<file path="src/hw/clock_ctrl_pkg.sv">
// Package for the clock source controller: register map, fields, reset values and counts
package clock_ctrl_pkg;
  // Register byte offsets
  localparam logic [7:0] POWER_CONTROL_ADDR = 8'h00;
  localparam logic [7:0] PLL_CONTROL_ADDR = 8'h04;
  localparam logic [7:0] CLOCK_STABLE_STATUS_ADDR = 8'h08;
  localparam logic [7:0] CORE_SYSTEM_CONTROL_ADDR = 8'h0C;
  localparam logic [7:0] CLOCK_SELECT_ADDR = 8'h10;
  localparam logic [7:0] CLOCK_DIVIDER_ADDR = 8'h14;
  localparam logic [7:0] CLOCK_GATE_ADDR = 8'h18;

  // Field positions
  localparam int CRYSTAL_ENABLE_BIT = 0;
  localparam int FAST_RC_ENABLE_BIT = 2;
  localparam int SLOW_RC_ENABLE_BIT = 3;
  localparam int PLL_POWER_DOWN_BIT = 16;
  localparam int PLL_REFERENCE_SELECT_BIT = 19;
  localparam int DEEP_SLEEP_SELECT_BIT = 2;
  localparam int CRYSTAL_STABLE_BIT = 0;
  localparam int PLL_STABLE_BIT = 2;
  localparam int SLOW_RC_STABLE_BIT = 3;
  localparam int FAST_RC_STABLE_BIT = 4;
  localparam int SYS_SEL_LSB = 0;
  localparam int PERIPH_SEL_LSB = 4;
  localparam int SYS_DIV_LSB = 0;
  localparam int PERIPH_DIV_LSB = 4;

  // Writable bits; everything else reads as zero
  localparam logic [31:0] POWER_CONTROL_MASK = 32'h0000000D;
  localparam logic [31:0] PLL_CONTROL_MASK = 32'h00090000;
  localparam logic [31:0] CORE_SYSTEM_CONTROL_MASK = 32'h00000004;
  localparam logic [31:0] CLOCK_SELECT_MASK = 32'h00000033;
  localparam logic [31:0] CLOCK_DIVIDER_MASK = 32'h000000FF;
  localparam logic [31:0] CLOCK_GATE_MASK = 32'h000000FF;

  // Values after reset
  localparam logic [31:0] POWER_CONTROL_RESET = 32'h0000000C;
  localparam logic [31:0] PLL_CONTROL_RESET = 32'h00010000;
  localparam logic [31:0] CORE_SYSTEM_CONTROL_RESET = 32'h00000000;
  localparam logic [31:0] CLOCK_SELECT_RESET = 32'h00000033;
  localparam logic [31:0] CLOCK_DIVIDER_RESET = 32'h00000000;
  localparam logic [31:0] CLOCK_GATE_RESET = 32'h00000000;

  // Stable counts in edges of the source being watched
  localparam int CRYSTAL_STABLE_COUNT = 4096;
  localparam int PLL_STABLE_COUNT = 6144;
  localparam int FAST_RC_STABLE_COUNT = 256;
  localparam int SLOW_RC_STABLE_COUNT = 1;
  localparam int STABLE_CNT_W = 13;

  // Source select codes
  localparam logic [1:0] SEL_CRYSTAL = 2'h0;
  localparam logic [1:0] SEL_PLL = 2'h1;
  localparam logic [1:0] SEL_SLOW_RC = 2'h2;
  localparam logic [1:0] SEL_FAST_RC = 2'h3;

  // Source index in the stable counter bank
  localparam int SRC_CRYSTAL = 0;
  localparam int SRC_FAST_RC = 1;
  localparam int SRC_SLOW_RC = 2;
  localparam int SRC_PLL = 3;
  localparam int NUM_SRC = 4;

  typedef enum logic {RUNNING, POWERED_DOWN} power_state_t;

  typedef struct packed {
    logic pll_reference_select;
    logic pll_enable;
    logic slow_rc_enable;
    logic fast_rc_enable;
    logic crystal_enable;
  } osc_ctrl_t;

  typedef struct packed {
    logic [7:0] gate;
    logic [3:0] periph_div;
    logic [3:0] sys_div;
    logic [1:0] periph_sel;
    logic [1:0] sys_sel;
  } clk_cfg_t;
endpackage

</file>
<file path="src/hw/clock_ctrl.sv">
// Clock source controller with stable counters, power-down sequencing and clock configuration
`timescale 1ns/10ps
// Function
// - Enter power-down on wait-for-interrupt only when deep sleep select is set.
// - Stay in power-down until a wake-up interrupt arrives.
// - Stop crystal and fast RC oscillators during power-down.
// - PLL reference is crystal when select bit 19 is 0, fast RC when 1.
// - Enabled source starts its stable counter; terminal count sets its status flag.
// - Counts are 4096 crystal, 6144 PLL reference, 256 fast RC, 1 slow RC.
// - System and peripheral selects switch to a source only once it is stable; peripheral gates also close while their source is not.
// - Disabling a source clears its stable flag at once.
// - Power-down clears crystal, fast RC, PLL flags; counts restart after wake-up.
// - System and peripheral clocks each have their own source select and divider; only the peripheral clock has gates, eight of them.
module clock_ctrl #(
  parameter int CRYSTAL_COUNT = clock_ctrl_pkg::CRYSTAL_STABLE_COUNT,
  parameter int PLL_COUNT = clock_ctrl_pkg::PLL_STABLE_COUNT,
  parameter int FAST_RC_COUNT = clock_ctrl_pkg::FAST_RC_STABLE_COUNT,
  parameter int SLOW_RC_COUNT = clock_ctrl_pkg::SLOW_RC_STABLE_COUNT
) (
  // Clock and reset
  input wire logic clk_i,
  input wire logic rst_i,
  // Wishbone slave
  input wire logic wb_cyc_i,
  input wire logic wb_stb_i,
  input wire logic wb_we_i,
  input wire logic [7:0] wb_adr_i,
  input wire logic [3:0] wb_sel_i,
  input wire logic [31:0] wb_dat_i,
  output logic [31:0] wb_dat_o,
  output logic wb_ack_o,
  // Core power events
  input wire logic wfi_i,
  input wire logic wakeup_i,
  // Oscillator outputs, asynchronous to clk_i
  input wire logic ext_crystal_osc_i,
  input wire logic int_fast_rc_osc_i,
  input wire logic int_slow_rc_osc_i,
  // Oscillator controls and clock configuration
  output clock_ctrl_pkg::osc_ctrl_t osc_ctrl_o,
  output clock_ctrl_pkg::clk_cfg_t clk_cfg_o,
  output logic power_down_o
);
  localparam int W = clock_ctrl_pkg::STABLE_CNT_W;

  function automatic logic [31:0] merge_lanes(input logic [31:0] old_v, input logic [31:0] new_v,
                                              input logic [3:0] sel);
    logic [31:0] r;
    r = old_v;
    for (int i = 0; i < 4; i++) begin
      if (sel[i]) begin
        r[8*i +: 8] = new_v[8*i +: 8];
      end
    end
    return r;
  endfunction

  function automatic logic src_is_stable(input logic [1:0] sel, input logic [4:0] st);
    logic r;
    r = 1'b0;
    unique case (sel)
      clock_ctrl_pkg::SEL_CRYSTAL: r = st[clock_ctrl_pkg::CRYSTAL_STABLE_BIT];
      clock_ctrl_pkg::SEL_PLL: r = st[clock_ctrl_pkg::PLL_STABLE_BIT];
      clock_ctrl_pkg::SEL_SLOW_RC: r = st[clock_ctrl_pkg::SLOW_RC_STABLE_BIT];
      clock_ctrl_pkg::SEL_FAST_RC: r = st[clock_ctrl_pkg::FAST_RC_STABLE_BIT];
    endcase
    return r;
  endfunction

  // Software registers
  logic [31:0] power_control;
  logic [31:0] pll_control;
  logic [31:0] core_system_control;
  logic [31:0] clock_select;
  logic [31:0] clock_divider;
  logic [31:0] clock_gate;
  clock_ctrl_pkg::power_state_t state;
  logic [1:0] sys_sel_applied;
  logic [1:0] periph_sel_applied;

  // Bus decode
  wire logic bus_req = wb_cyc_i & wb_stb_i & ~wb_ack_o;
  wire logic bus_wr = bus_req & wb_we_i;
  wire logic [7:0] word_adr = {wb_adr_i[7:2], 2'b00};
  wire logic hit_power = word_adr == clock_ctrl_pkg::POWER_CONTROL_ADDR;
  wire logic hit_pll = word_adr == clock_ctrl_pkg::PLL_CONTROL_ADDR;
  wire logic hit_status = word_adr == clock_ctrl_pkg::CLOCK_STABLE_STATUS_ADDR;
  wire logic hit_scr = word_adr == clock_ctrl_pkg::CORE_SYSTEM_CONTROL_ADDR;
  wire logic hit_sel = word_adr == clock_ctrl_pkg::CLOCK_SELECT_ADDR;
  wire logic hit_div = word_adr == clock_ctrl_pkg::CLOCK_DIVIDER_ADDR;
  wire logic hit_gate = word_adr == clock_ctrl_pkg::CLOCK_GATE_ADDR;

  // Control fields
  wire logic crystal_enable = power_control[clock_ctrl_pkg::CRYSTAL_ENABLE_BIT];
  wire logic fast_rc_enable = power_control[clock_ctrl_pkg::FAST_RC_ENABLE_BIT];
  wire logic slow_rc_enable = power_control[clock_ctrl_pkg::SLOW_RC_ENABLE_BIT];
  wire logic pll_power_down = pll_control[clock_ctrl_pkg::PLL_POWER_DOWN_BIT];
  wire logic pll_reference_select = pll_control[clock_ctrl_pkg::PLL_REFERENCE_SELECT_BIT];
  wire logic deep_sleep_select = core_system_control[clock_ctrl_pkg::DEEP_SLEEP_SELECT_BIT];
  wire logic in_power_down = state == clock_ctrl_pkg::POWERED_DOWN;

  // Power state sequencing
  wire logic enter_pd = wfi_i & deep_sleep_select;
  wire logic leave_pd = wakeup_i;
  clock_ctrl_pkg::power_state_t next_state;
  always_comb begin
    next_state = state;
    unique case (state)
      clock_ctrl_pkg::RUNNING: begin
        if (enter_pd) begin
          next_state = clock_ctrl_pkg::POWERED_DOWN;
        end
      end
      clock_ctrl_pkg::POWERED_DOWN: begin
        if (leave_pd) begin
          next_state = clock_ctrl_pkg::RUNNING;
        end
      end
    endcase
  end
  wire logic next_pd = next_state == clock_ctrl_pkg::POWERED_DOWN;

  // Oscillator sampling: three stages, a level counts once stages two and three agree.
  // Sampling at 50 MHz resolves sources up to about 12.5 MHz; faster crystals undercount edges.
  logic [2:0] osc_raw;
  logic [2:0] osc_filt;
  logic [2:0] osc_filt_d;
  assign osc_raw = {int_slow_rc_osc_i, int_fast_rc_osc_i, ext_crystal_osc_i};
  genvar g;
  generate
    for (g = 0; g < 3; g++) begin : osc_sync
      logic s1;
      logic s2;
      logic s3;
      always_ff @(posedge clk_i) begin
        s1 <= osc_raw[g];
        s2 <= s1;
        s3 <= s2;
        if (rst_i) begin
          osc_filt[g] <= 1'b0;
          osc_filt_d[g] <= 1'b0;
        end else begin
          osc_filt[g] <= (s2 == s3) ? s3 : osc_filt[g];
          osc_filt_d[g] <= osc_filt[g];
        end
      end
    end
  endgenerate
  wire logic [2:0] osc_rise = osc_filt & ~osc_filt_d;

  // Stable counter bank
  wire logic pll_ref_edge = pll_reference_select ? osc_rise[1] : osc_rise[0];
  wire logic pll_ref_on = pll_reference_select ? fast_rc_enable : crystal_enable;
  logic [clock_ctrl_pkg::NUM_SRC-1:0] src_edge;
  logic [clock_ctrl_pkg::NUM_SRC-1:0] src_run;
  logic [clock_ctrl_pkg::NUM_SRC-1:0] src_stable;
  logic [W-1:0] src_last [clock_ctrl_pkg::NUM_SRC];
  assign src_edge = {pll_ref_edge, osc_rise[2], osc_rise[1], osc_rise[0]};
  // Disable, or power-down for all but the slow RC, holds a counter and flag at zero, so counting restarts from zero
  assign src_run[clock_ctrl_pkg::SRC_CRYSTAL] = crystal_enable & ~in_power_down;
  assign src_run[clock_ctrl_pkg::SRC_FAST_RC] = fast_rc_enable & ~in_power_down;
  assign src_run[clock_ctrl_pkg::SRC_SLOW_RC] = slow_rc_enable;
  assign src_run[clock_ctrl_pkg::SRC_PLL] = ~pll_power_down & pll_ref_on & ~in_power_down;
  assign src_last[clock_ctrl_pkg::SRC_CRYSTAL] = W'(CRYSTAL_COUNT - 1);
  assign src_last[clock_ctrl_pkg::SRC_FAST_RC] = W'(FAST_RC_COUNT - 1);
  assign src_last[clock_ctrl_pkg::SRC_SLOW_RC] = W'(SLOW_RC_COUNT - 1);
  assign src_last[clock_ctrl_pkg::SRC_PLL] = W'(PLL_COUNT - 1);
  generate
    for (g = 0; g < clock_ctrl_pkg::NUM_SRC; g++) begin : stab
      logic [W-1:0] cnt;
      always_ff @(posedge clk_i) begin
        if (rst_i || !src_run[g]) begin
          cnt <= '0;
          src_stable[g] <= 1'b0;
        end else if (src_edge[g] && !src_stable[g]) begin
          if (cnt == src_last[g]) begin
            src_stable[g] <= 1'b1;
          end else begin
            cnt <= cnt + W'(1);
          end
        end
      end
    end
  endgenerate

  // Status word in its documented bit layout
  logic [4:0] status_bits;
  assign status_bits[clock_ctrl_pkg::CRYSTAL_STABLE_BIT] = src_stable[clock_ctrl_pkg::SRC_CRYSTAL];
  assign status_bits[1] = 1'b0;
  assign status_bits[clock_ctrl_pkg::PLL_STABLE_BIT] = src_stable[clock_ctrl_pkg::SRC_PLL];
  assign status_bits[clock_ctrl_pkg::SLOW_RC_STABLE_BIT] = src_stable[clock_ctrl_pkg::SRC_SLOW_RC];
  assign status_bits[clock_ctrl_pkg::FAST_RC_STABLE_BIT] = src_stable[clock_ctrl_pkg::SRC_FAST_RC];

  // Read mux; unmapped offsets read zero and ignore writes
  wire logic [31:0] read_data =
    hit_power ? power_control :
    hit_pll ? pll_control :
    hit_status ? {27'h0, status_bits} :
    hit_scr ? core_system_control :
    hit_sel ? clock_select :
    hit_div ? clock_divider :
    hit_gate ? clock_gate : 32'h00000000;

  // Requested selections take effect only once the target is stable; until then the old one stays
  wire logic [1:0] sys_sel_req = clock_select[clock_ctrl_pkg::SYS_SEL_LSB +: 2];
  wire logic [1:0] periph_sel_req = clock_select[clock_ctrl_pkg::PERIPH_SEL_LSB +: 2];
  wire logic [1:0] next_sys_sel = src_is_stable(sys_sel_req, status_bits) ? sys_sel_req : sys_sel_applied;
  wire logic [1:0] next_periph_sel =
    src_is_stable(periph_sel_req, status_bits) ? periph_sel_req : periph_sel_applied;
  wire logic periph_ok = src_is_stable(periph_sel_applied, status_bits);

  // Bus slave and registers
  always_ff @(posedge clk_i) begin
    if (rst_i) begin
      wb_ack_o <= 1'b0;
      wb_dat_o <= 32'h00000000;
      power_control <= clock_ctrl_pkg::POWER_CONTROL_RESET;
      pll_control <= clock_ctrl_pkg::PLL_CONTROL_RESET;
      core_system_control <= clock_ctrl_pkg::CORE_SYSTEM_CONTROL_RESET;
      clock_select <= clock_ctrl_pkg::CLOCK_SELECT_RESET;
      clock_divider <= clock_ctrl_pkg::CLOCK_DIVIDER_RESET;
      clock_gate <= clock_ctrl_pkg::CLOCK_GATE_RESET;
    end else begin
      wb_ack_o <= bus_req;
      wb_dat_o <= bus_req ? read_data : 32'h00000000;
      if (bus_wr && hit_power) begin
        power_control <= merge_lanes(power_control, wb_dat_i, wb_sel_i) & clock_ctrl_pkg::POWER_CONTROL_MASK;
      end
      if (bus_wr && hit_pll) begin
        pll_control <= merge_lanes(pll_control, wb_dat_i, wb_sel_i) & clock_ctrl_pkg::PLL_CONTROL_MASK;
      end
      if (bus_wr && hit_scr) begin
        core_system_control <= merge_lanes(core_system_control, wb_dat_i, wb_sel_i) &
                               clock_ctrl_pkg::CORE_SYSTEM_CONTROL_MASK;
      end
      if (bus_wr && hit_sel) begin
        clock_select <= merge_lanes(clock_select, wb_dat_i, wb_sel_i) & clock_ctrl_pkg::CLOCK_SELECT_MASK;
      end
      if (bus_wr && hit_div) begin
        clock_divider <= merge_lanes(clock_divider, wb_dat_i, wb_sel_i) & clock_ctrl_pkg::CLOCK_DIVIDER_MASK;
      end
      if (bus_wr && hit_gate) begin
        clock_gate <= merge_lanes(clock_gate, wb_dat_i, wb_sel_i) & clock_ctrl_pkg::CLOCK_GATE_MASK;
      end
    end
  end

  // Power state, oscillator controls and clock configuration outputs
  always_ff @(posedge clk_i) begin
    if (rst_i) begin
      state <= clock_ctrl_pkg::RUNNING;
      power_down_o <= 1'b0;
      osc_ctrl_o <= '0;
      sys_sel_applied <= clock_ctrl_pkg::SEL_FAST_RC;
      periph_sel_applied <= clock_ctrl_pkg::SEL_FAST_RC;
      clk_cfg_o <= '0;
    end else begin
      state <= next_state;
      power_down_o <= next_pd;
      osc_ctrl_o.crystal_enable <= crystal_enable & ~next_pd;
      osc_ctrl_o.fast_rc_enable <= fast_rc_enable & ~next_pd;
      osc_ctrl_o.slow_rc_enable <= slow_rc_enable;
      osc_ctrl_o.pll_enable <= ~pll_power_down & ~next_pd;
      osc_ctrl_o.pll_reference_select <= pll_reference_select;
      sys_sel_applied <= next_sys_sel;
      periph_sel_applied <= next_periph_sel;
      clk_cfg_o.sys_sel <= next_sys_sel;
      clk_cfg_o.periph_sel <= next_periph_sel;
      clk_cfg_o.sys_div <= clock_divider[clock_ctrl_pkg::SYS_DIV_LSB +: 4];
      clk_cfg_o.periph_div <= clock_divider[clock_ctrl_pkg::PERIPH_DIV_LSB +: 4];
      // A peripheral gate only opens while its applied source is stable
      clk_cfg_o.gate <= clock_gate[7:0] & {8{periph_ok}};
    end
  end
endmodule // clock_ctrl

</file>
<file path="config.mk">
export PLATFORM = sky130hd
export DESIGN_NAME = clock_ctrl
export DESIGN_NICKNAME = d
export VERILOG_FILES = /design/src/hw/clock_ctrl_pkg.sv /design/src/hw/clock_ctrl.sv
export SDC_FILE = /design/constraint.sdc
export NUM_CORES = 1
export LEC_CHECK = 0
export BUFFER_PORTS_ARGS = -buffer_cell sky130_fd_sc_hd__buf_2
export CAP_MARGIN = 25
export CORE_MARGIN = 8
export CORE_UTILIZATION = 55
export CTS_BUF_LIST = sky130_fd_sc_hd__clkbuf_8 sky130_fd_sc_hd__clkbuf_16
export CTS_CLUSTER_DIAMETER = 40
export DETAILED_ROUTE_END_ITERATION = 10
export PLACE_DENSITY = 0.8
export SLEW_MARGIN = 20
export SYNTH_ARGS = -nofsm -noshare
export SYNTH_HDL_FRONTEND = slang
export SYNTH_SLANG_ARGS = --single-unit
</file>
<file path="constraint.sdc">
create_clock -name clk_i -period 2.6 [get_ports clk_i]
set_input_delay 0.26 -clock clk_i [delete_from_list [all_inputs] [get_ports clk_i]]
set_output_delay 0.26 -clock clk_i [all_outputs]
set_load 0.02 [all_outputs]
</file>
==> results of run 1 <==
==> flip-flops by register name, summed over array words and instances (netlist names) <==
register             count
power_control            3
osc_sync.s2              3
sys_sel_applied          2
wb_dat_o                10
pll_control              2
clk_cfg_o               20
src_stable               4
periph_sel_applied       2
osc_ctrl_o               5
osc_sync.s3              3
clock_divider            8
core_system_control      1
osc_filt                 3
osc_sync.s1              3
stab.cnt                52
clock_gate               8
wb_ack_o                 1
osc_filt_d               3
clock_select             4
in_power_down            1
==> routing by layer <==
metal,share of wire,GRT usage
met5,0,0
met4,0.015,0.06957
met3,0.048,0.05664
met2,0.51,0.3306
met1,0.43,0.2241
==> worst max-delay path: cells and delay by family (launching register included) <==
family / cells / cell delay, ps
AOI/OAI and AO/OA: 2 / 510
DFF: 1 / 410
and+or+nand+nor: 2 / 910
==> power groups by stage <==
stage	Clock [mW]	Combinational (mW)	Sequential, mW
after global placement	0	0.162	2.20
after global routing	2.35	0.191	2.16
final	2.22	0.178	2.15
after floorplan	0	0.128	2.20
after detailed placement	0	0.166	2.20
after CTS	2.25	0.175	2.15
==> layout by cell type (no fill, tap or decap), types with 10 or more instances in the layout <==
cell       instances
dfxtp_1          138
clkbuf_16         16
nor3_1            11
o31ai_1           14
inv_1             23
nand2b_1          10
nand4_1           13
buf_2             64
or3_1             17
o21ai_0           22
nand2_1           30
or4_1             15
mux2i_1           31
nor2_1            62
conb_1            22
nand3_1           20
and2_1            17
nor2b_1           18
a21oi_1           40
==> path summary, 6_finish.rpt <==
check | depth (start not counted) | end | start
max | 4 | stab[3].cnt[7]$_SDFFE_PP0P_ | src_stable[3]$_SDFFE_PP0P_
min | 3 | clock_gate[4]$_SDFFE_PP0P_ | wb_dat_i[4]
max reg2reg | 4 | stab[3].cnt[7]$_SDFFE_PP0P_ | src_stable[3]$_SDFFE_PP0P_
min reg2reg | 0 | osc_sync[2].s2$_DFF_P_ | osc_sync[2].s1$_DFF_P_
==> synthesized netlist by cell type, types with 5 or more instances <==
| master | count | area, µm² |
|---|---|---|
| or3_1 | 17 | 106.4 |
| inv_1 | 22 | 82.58 |
| ha_1 | 5 | 62.56 |
| dfxtp_1 | 138 | 2763 |
| a21oi_1 | 40 | 200.2 |
| nor3_1 | 11 | 55.05 |
| and4_1 | 5 | 43.79 |
| and3_1 | 5 | 31.28 |
| and2_1 | 17 | 106.4 |
| o21ai_0 | 22 | 110.1 |
| o31ai_1 | 14 | 105.1 |
| clkbuf_1 | 13 | 48.80 |
| nor2b_1 | 18 | 112.6 |
| nand2b_1 | 10 | 62.56 |
| nand2_1 | 30 | 112.6 |
| nor4_1 | 7 | 43.79 |
| nor2_1 | 62 | 232.7 |
| nand4_1 | 13 | 81.33 |
| buf_4 | 22 | 165.2 |
| xor2_1 | 5 | 43.79 |
| or4_1 | 15 | 112.6 |
| nand3_1 | 20 | 100.1 |
| mux2i_1 | 31 | 310.3 |
| a211o_1 | 5 | 43.79 |
==> per-stage QoR <==
step	setup WS, ps	cells	hold slack [ps]	utilization	instance area, µm²
finish	685.2	842	14.47	0.6619	6803
floorplan	870.1	637	287.7	-	5883
detailed placement	651.6	805	317.5	0.6021	6188
global placement	734.9	805	316.4	0.6021	6188
CTS	677.8	842	0.4440	0.6619	6803
global route	545.4	842	8.993	0.6619	6803
==> final cells by class <==
class,count,area share
multi-input combinational,438,0.4116
sequential,138,0.4061
clock buffer,20,0.06695
timing repair buffer,77,0.06364
tap,136,0.02501
clock inverter,11,0.01453
inverter,22,0.01214
==> kinds of logic after synthesis <==
kind of cell    count (synthesis)  synth area share
flops                         138            0.4760
other cells                     1         0.0006461
fa+ha+maj                       5           0.01078
simple gates                  249            0.2457
xor+xnor                        8           0.01207
mux                            37           0.07092
buf+inv                        61           0.05518
compound gates                117            0.1287
==> what timing repair did <==
item | 4_1_cts | 5_1_grt
hold buffers | 6 | 0
endpoints found under the hold margin | 6 | 0
endpoints found under the setup margin | 0 | 0
==> results by group, run 1 <==
Worst hold path
  • Hold WC Path Type: input pin to flop

Die
  • Die Width: around 120 µm
  • Num rows: 37
  • Die height: about 120 µm
  • Initial Utilization: 0.5648
  • DIE AREA: between 0.01 and 0.015 mm²
  • Io pins: 113
  • Core box area: 0.01028 mm²

Yosys
  • Post-synth EDFFs: 0
  • Top FF cell, synth: dfxtp_1
  • Post-synthesis sequential area ratio: 0.4760
  • Ys async rst share: 0
  • Synth warnings: 0
  • Mapped Area: a little under 0.006 mm²
  • Syn_area_per_cell: roughly 9.4 µm²
  • Post-Synthesis Cells: 616
  • Yosys cell types: 63
  • Number of synthesized register bits: roughly 140

Pwr
  • Sw Pwr: 1.023 mW
  • Clock group share of total power: 0.488
  • Pwr/cell area: between 600 and 700 mW/mm²
  • Flop pwr share: 0.473
  • Max IR drop VDD: ~0.00055 V
  • Logic pwr share: 0.039
  • Internal cell power: roughly 3.5 mW
  • Tot Pwr: 4.553 mW
  • Leak: between 2 and 3 nW
  • Net Sw Frac: 0.2247

Clocking
  • Resized Gates After CTS: 0
  • Max clock buf depth: 2
  • CTS tree: built
  • Clk_lat worst skew: approximately 520 ps
  • Clock root cell: clkbuf_8
  • TritonCTS Buffers: 17
  • CTS H-tree depth: 4
  • Clock-pin transition on the worst setup and hold timing paths: approximately 60 ps
  • Clk sinks: between 100 and 150
  • Postcts setup bufs: 0

Timing
  • Fin Clk Skew: 8.083 ps
  • RSZ-0062 raised after global routing: no
  • Fmax: between 500 and 600 MHz
  • Slew margin rel.: 0.5224
  • Slew Viols, Final: 0
  • Total Neg Setup Slack: 0 ps
  • Final min period: between 1500 and 2000 ps
  • Slew @ Worst Pin: around 710 ps
  • Setup violations, final: 0
  • Final period util: 0.7365
  • Hold Vio Cnt, Final: 0

Setup path
  • R2R Setup Slk: 690 ps
  • Worst EP required: between 3000 and 4000 ps
  • Critical path type: flop to flop
  • Worst setup SP type: flop
  • Worst path cell trace: nor4b_2 > o2111ai_1 > or4_1 > a21oi_1
  • CP max stage delay: 490 ps
  • Arrival time worst endpoint: around 2400 ps
  • CP max FO: 7
  • Worst Setup End Kind: flop
  • Slowest CP cell: or4_1

Finish
  • Layout Nets: ~750
  • FF/Latch Area: 0.002763 mm²
  • Layout cells sized above 1: 0.1657
  • Area growth syn-to-layout: 17.20%
  • Fillers: 817
  • Area of the multi-input gates: around 0.0028 mm²
  • Antenna diodes: 0

Place
  • Port bufs: 64
  • GP Congestion: roughly 0.89
  • Post-DP HPWL: 9.540 mm

Drt
  • First-pass DRT Iterations: 6
  • DRT iter0 DRCs: 523
  • Final ANT Viol Nets: 0
  • Drt wl/cell: about 16 µm
  • DR vias: 4,847
  • Via density: 5.757
  • DRC viols: 0
  • Routed wire length: 13.45 mm

Global route
  • GRT Overall Usage: 0.1929
  • First-pass GRT wire length: ~23 mm
  • Antenna violations before repair: 0
  • Vias in the first global route: 4,811
  • Overflow left after global routing: 0
  • Largest net degree at the start of global routing: 31

Run status
  • Status: completed

Flow run
  • Max cap viols: 0
Power figures use the tool's default switching activity.
==> run 2, diff against run 1 <==
Settings changed: CORE_UTILIZATION 55 to 50, PLACE_DENSITY 0.8 to 0.76.
Clock period 2.6 ns to 1.7 ns, I/O delays scaled along.
==> run 2 against run 1 <==
Effect of this change:
- the run now ends with negative setup slack left
- clock power is 64% higher
- final cell count up 7.4%
- total power rose by 59%
- non-clock buffer count rose by 51
- combinational power rose by 78%
- sequential power grew 53%
==> results by group, run 2 (same netlist as run 1, synthesis figures left out) <==
Clocking
  • Clk sinks: 138 (unchanged)
  • CTS tree: built
  • CTS H-tree depth: 4 (unchanged)
  • Max clock buf depth: 2 (unchanged)
  • Clock-pin transition on the worst setup and hold timing paths: 60 ps (about the same)
  • Clock root cell: clkbuf_16
  • Clk_lat worst skew: 420 ps (-100 ps)
  • TritonCTS Buffers: 17 (unchanged)

Timing
  • Setup violations, final: 1 (+1)
  • Slew Viols, Final: 0 (unchanged)
  • Fin Clk Skew: 7.786 ps (-0.2971 ps)
  • Hold Vio Cnt, Final: 0 (unchanged)
  • Fmax: 586.8 MHz
  • RSZ-0062 raised after global routing: yes
  • Final min period: between 1500 and 2000 ps
  • Setup WS post-layout: -4.258 ps (-689.5 ps)
  • Final period util: 1.003

Die
  • Die Width: 123.7 µm (+4.2%)
  • Core box area: 0.01137 mm² (+11%)
  • Die height: 123.7 µm (+4.2%)
  • Io pins: 113 (unchanged)
  • Num rows: 39 (+5.4%)
  • DIE AREA: 0.01531 mm² (+8.6%)
  • Initial Utilization: 0.5105 (-0.05426)

Drt
  • Routed wire length: 14.72 mm (+9.4%)
  • Final ANT Viol Nets: 0 (unchanged)
  • First-pass DRT Iterations: 5 (-1)
  • DR top layer: met4
  • Via density: 5.686 (-1.2%)
  • DRT iter0 DRCs: 373 (-29%)
  • DRC viols: 0 (unchanged)
  • Wl on met1: 6.097 mm (+5.5%)
  • Met2 WL: 7.474 mm (+9.6%)
  • DR vias: 5,140 (+6.0%)
  • Met3 wire length: 810 µm (+24%)
  • Drt wl/cell: 16.29 µm (+1.9%)

Place
  • Port bufs: 64 (unchanged)
  • GP Congestion: 0.8538 (-4.5%)
  • Post-DP HPWL: 9.911 mm (+3.9%)
  • Placement Cell Area: 0.006546 mm² (+5.8%)

Finish
  • Most frequent cells in the layout: dfxtp_1, buf_2, nor2_1
  • Final design utilization: 0.6512 (-0.01077)
  • Layout cells sized above 1: 0.2789 (+0.1132)
  • Area of the multi-input gates: 0.002962 mm² (+5.8%)
  • Fillers: 846 (+3.5%)
  • Design area: 0.007403 mm² (+8.8%)
  • Max FFs per register: 52 (unchanged)
  • Top reg by flops: stab.cnt
  • FF/Latch Area: 0.002779 mm² (+0.59%)
  • Layout Nets: 806 (+7.0%)
  • Area growth syn-to-layout: 27.55%
  • Commonest non-fill, non-tap cell in the layout: dfxtp_1
  • Largest registers: stab.cnt x52, clk_cfg_o x20, wb_dat_o x10

Global route
  • Antenna violations before repair: 0 (unchanged)
  • Overflow left after global routing: 0 (unchanged)
  • Largest net degree at the start of global routing: 49 (+58%)
  • First-pass GRT wire length: 22.69 mm (-0.81%)
  • Vias in the first global route: 4,866 (+1.1%)
  • GRT Overall Usage: 0.1843 (-0.008642)

Setup path
  • Worst EP required: 2000 ps (-1040 ps)
  • CP max FO: 6 (-1)
  • Critical path type: input pin to flop
  • Worst Setup End Kind: flop
  • Worst path cell trace: dlygate4sd3_1 > buf_2 > or3_1 > or2_2 > o41ai_1
  • Worst setup SP type: input pin
  • Buf+Inv Stages, Crit Path: 2 (+2)
  • Arrival time worst endpoint: 2010 ps (-340 ps)
  • Slowest CP cell: dlygate4sd3_1
  • CP top delay family: simple AND/OR/NAND/NOR gates
  • CP max stage delay: 530 ps (+40 ps)

Pwr
  • Tot Pwr: 7.239 mW (+59%)
  • Logic pwr share: 0.044 (+0.005)
  • Sw Pwr: 1.653 mW (+62%)
  • Flop pwr share: 0.455 (-0.018)
  • Max IR drop VDD: 0.0007925 V (+45%)
  • Clock group share of total power: 0.502 (+0.014)
  • Internal cell power: 5.586 mW (+58%)
  • Pwr/cell area: 977.8 mW/mm² (+46%)
  • Net Sw Frac: 0.2283 (+0.003561)
  • Leak: 2.960 nW (+11%)

Flow run
  • Max cap viols: 0 (unchanged)

Run status
  • Status: finished with violations
  • Failing checks: negative setup slack

Worst hold path
  • Hold WC Path Type: input pin to flop
## run 2: layout make-up
type                    count  area share
flip-flops and latches    138      0.3754
multi-input cells         440      0.4000
well taps                 143     0.02417
clock buffers              18     0.05932
inverters                  22     0.01115
repair buffers            128      0.1099
clock inverters            14     0.01977
diodes                      1   0.0003380
## run 2: path summary, 6_finish.rpt
| check | start | endpoint | slack [ps] | depth (start not counted) |
|---|---|---|---|---|
| min reg2reg | osc_sync[1].s1$_DFF_P_ | osc_sync[1].s2$_DFF_P_ | 330 | 0 |
| min | wb_dat_i[7] | clock_gate[7]$_SDFFE_PP0P_ | 20 | 3 |
| max | rst_i | stab[3].cnt[10]$_SDFFE_PP0P_ | -4 | 5 |
| max reg2reg | src_stable[2]$_SDFFE_PP0P_ | stab[2].cnt[10]$_SDFFE_PP0P_ | 20 | 4 |
## run 2: repair_timing
action                                  in CTS  in global routing
resized for setup                            5                 40
hold buffers                                 5                  0
cloned                                       0                  2
endpoints found under the setup margin      12                 35
setup buffers                                0                  7
pin swaps                                    1                 17
hold endpoints to repair                     5                  0
## run 2: power groups by stage
stage / Sequential [mW] / Clock (mW) / Combinational, mW
6_report: 3.29 / 3.63 / 0.316
5_1_grt: 3.29 / 3.82 / 0.341
4_1_cts: 3.29 / 3.68 / 0.302
2_1_floorplan: 3.37 / 0 / 0.196
3_5_place_dp: 3.36 / 0 / 0.289
3_3_place_gp: 3.36 / 0 / 0.281
## run 2: per-layer routing
metal,global-route usage,vias to the layer above
li1,-,2457
met1,0.2207,2476
met2,0.3039,177
met3,0.04624,30
met4,0.08879,0
met5,0,-
## run 2: metrics by stage
stage,hold slack (ps),setup TNS (ps),std cells,setup slack [ps]
after floorplan,197.7,0,637,12.51
after global placement,274.9,0,857,2.839
after detailed placement,276.4,-56.19,857,-22.71
after CTS,5.922,0,894,3.047
after global routing,32.33,-96.58,903,-32.85
final,17.17,-4.258,904,-4.258
## run 2: worst register-to-register path, cell delays in order, from the launching register on
cell and delay [ps]:
dfxtp_2 330, nand4bb_4 230, or4_4 570, or3_4 380
a21oi_2 110
==> run 3, diff against run 2 <==
Settings changed: TNS_END_PERCENT set to 1.
==> run 3 against run 2 <==
Effect of this change:
- fmax fell by 0.66%
- the run still ends with negative setup slack left
- critical path type is now flop to flop
- largest power group unchanged
- hold slack got worse by 7.9 ps
- combinational power fell by 3%
- routed wire length fell by 5.6%
- non-clock buffer count fell by 10
- cell area fell by 2.7%
- count of clock-buffer cells in the layout rose by 1
==> results by group, run 3 (same netlist as run 1, synthesis figures left out) <==
Pwr
  • Pwr/cell area: 990.1 mW/mm² (+1.3%)
  • Tot Pwr: 7.133 mW (-1.5%)
  • Leak: 2.893 nW (-2.3%)
  • Max IR drop VDD: 0.0008432 V (+6.4%)

Global route
  • Antenna violations before repair: 0 (unchanged)
  • GRT Overall Usage: 0.1859 (+0.001681)
  • Vias in the first global route: 4,841 (-0.51%)
  • Largest net degree at the start of global routing: 41 (-16%)
  • Overflow left after global routing: 0 (unchanged)
  • First-pass GRT wire length: 22.67 mm (about the same)

Setup path
  • Critical path type: flop to flop
  • Arrival time worst endpoint: 2070 ps (+60 ps)
  • Worst EP required: 2060 ps (+60 ps)
  • Worst Setup End Kind: flop
  • Worst R2R Path Depth: 5 (+1)
  • CP max FO: 5 (-1)
  • Worst setup SP type: flop

Drt
  • Drt wl/cell: 15.61 µm (-4.2%)
  • DR vias: 4,952 (-3.7%)
  • Routed wire length: 13.91 mm (-5.6%)
  • DRC viols: 0 (unchanged)
  • Via density: 5.558 (-2.3%)
  • DRT iter0 DRCs: 439 (+18%)
  • First-pass DRT Iterations: 5 (unchanged)
  • Final ANT Viol Nets: 0 (unchanged)

Clocking
  • Clk_lat worst skew: 420 ps (about the same)
  • CTS tree: built
  • Clk sinks: 138 (unchanged)
  • Postcts setup bufs: 0 (unchanged)
  • Clock root cell: clkbuf_16
  • TritonCTS Buffers: 17 (unchanged)
  • Clock-pin transition on the worst setup and hold timing paths: 60 ps (about the same)
  • Max clock buf depth: 2 (unchanged)
  • CTS H-tree depth: 4 (unchanged)

Finish
  • Top reg by flops: stab.cnt
  • FF/Latch Area: 0.002768 mm² (-0.41%)
  • Fillers: 918 (+8.5%)
  • Area growth syn-to-layout: 24.12%
  • Area of the multi-input gates: 0.002867 mm² (-3.2%)
  • Layout cells sized above 1: 0.2433 (-0.03563)
  • Layout Nets: 794 (-1.5%)
  • Antenna diodes: 0 (-1)
  • Largest registers: stab.cnt x52, clk_cfg_o x20, wb_dat_o x10
  • Most frequent cells in the layout: dfxtp_1, buf_2, nor2_1
  • Commonest non-fill, non-tap cell in the layout: dfxtp_1
  • Max FFs per register: 52 (unchanged)

Timing
  • Slew Viols, Final: 0 (unchanged)
  • Setup violations, final: 1 (unchanged)
  • RSZ-0062 raised after global routing: yes
  • Fmax: 582.9 MHz (-0.66%)
  • Final period util: 1.009 (+0.006710)
  • Final min period: 1716 ps (+11.41 ps)
  • Hold Vio Cnt, Final: 0 (unchanged)
  • Slew @ Worst Pin: 638.4 ps
  • Hold slack final: 9.309 ps (-7.862 ps)
  • Slew margin rel.: 0.5725
  • Fin Clk Skew: 7.688 ps (-0.09762 ps)
  • Setup WS post-layout: -15.66 ps (-11.41 ps)

Place
  • Post-DP HPWL: 9.958 mm (+0.48%)
  • Port bufs: 64 (unchanged)
  • GP Congestion: 0.8795 (+3.0%)

Die
  • Num rows: 39 (unchanged)
  • Core box area: 0.01137 mm² (unchanged)
  • DIE AREA: 0.01531 mm² (unchanged)
  • Die height: 123.7 µm (unchanged)
  • Io pins: 113 (unchanged)
  • Die Width: 123.7 µm (unchanged)
  • Initial Utilization: 0.5105 (unchanged)

Worst hold path
  • WHS Path Cells: 2 (-1)
  • Hold WC Path Type: input pin to flop

Run status
  • Status: finished with violations
  • Failing checks: negative setup slack

Flow run
  • Max cap viols: 0 (unchanged)
-- run 3: area by class of cell --
type,instances,share of cell area
multi-input combinational,438,0.3979
sequential,138,0.3842
timing repair buffer,118,0.1021
clock buffer,19,0.06287
tap,143,0.02484
clock inverter,13,0.01667
inverter,22,0.01146
-- run 3: critical path: stages (launching register included) --
cell,delay (ps)
dfxtp_1,350
ha_2,180
inv_1,60
or4_4,540
or3_1,380
a21oi_2,140
-- run 3: worst paths after layout --
check | start | to | slack, ps
max | stab[2].cnt[1]$_SDFFE_PP0P_ | stab[2].cnt[10]$_SDFFE_PP0P_ | -20
min reg2reg | osc_sync[2].s1$_DFF_P_ | osc_sync[2].s2$_DFF_P_ | 330
min | rst_i | in_power_down$_SDFF_PP0_ | 9
max reg2reg | stab[2].cnt[1]$_SDFFE_PP0P_ | stab[2].cnt[10]$_SDFFE_PP0P_ | -20
-- run 3: metal layers --
metal | global-route usage | up-vias | wire length (µm)
li1 | - | 2425 | -
met1 | 0.2111 | 2374 | 5809
met3 | 0.05032 | 29 | 708
met4 | 0.09932 | 0 | 347
met2 | 0.3136 | 124 | 7039
met5 | 0 | - | 0
-- run 3: stage by stage --
step	area, µm²	worst slack, ps	utilization	instances	TNS (ps)
6_report	7204	-15.66	0.6337	891	-15.66
5_1_grt	7204	-60.69	0.6337	891	-561.2
4_1_cts	7151	1.989	0.6289	891	0
3_5_place_dp	6524	-59.71	0.5738	855	-323.0
3_3_place_gp	6524	21.57	0.5738	855	0
2_1_floorplan	5887	-29.50	-	637	-107.5
-- run 3: timing repair --
item	in CTS	in global routing
hold buffers	4	0
endpoints found under the hold margin	4	0
gates resized for setup	5	20
gates cloned	0	0
setup endpoints to repair	13	33
pin swaps	2	5
-- run 3: where the power goes --
group	total [mW]	switching, mW	internal, mW
Clock	3.54	1.44	2.09
Combinational	0.307	0.194	0.112
Sequential	3.29	0.0216	3.27
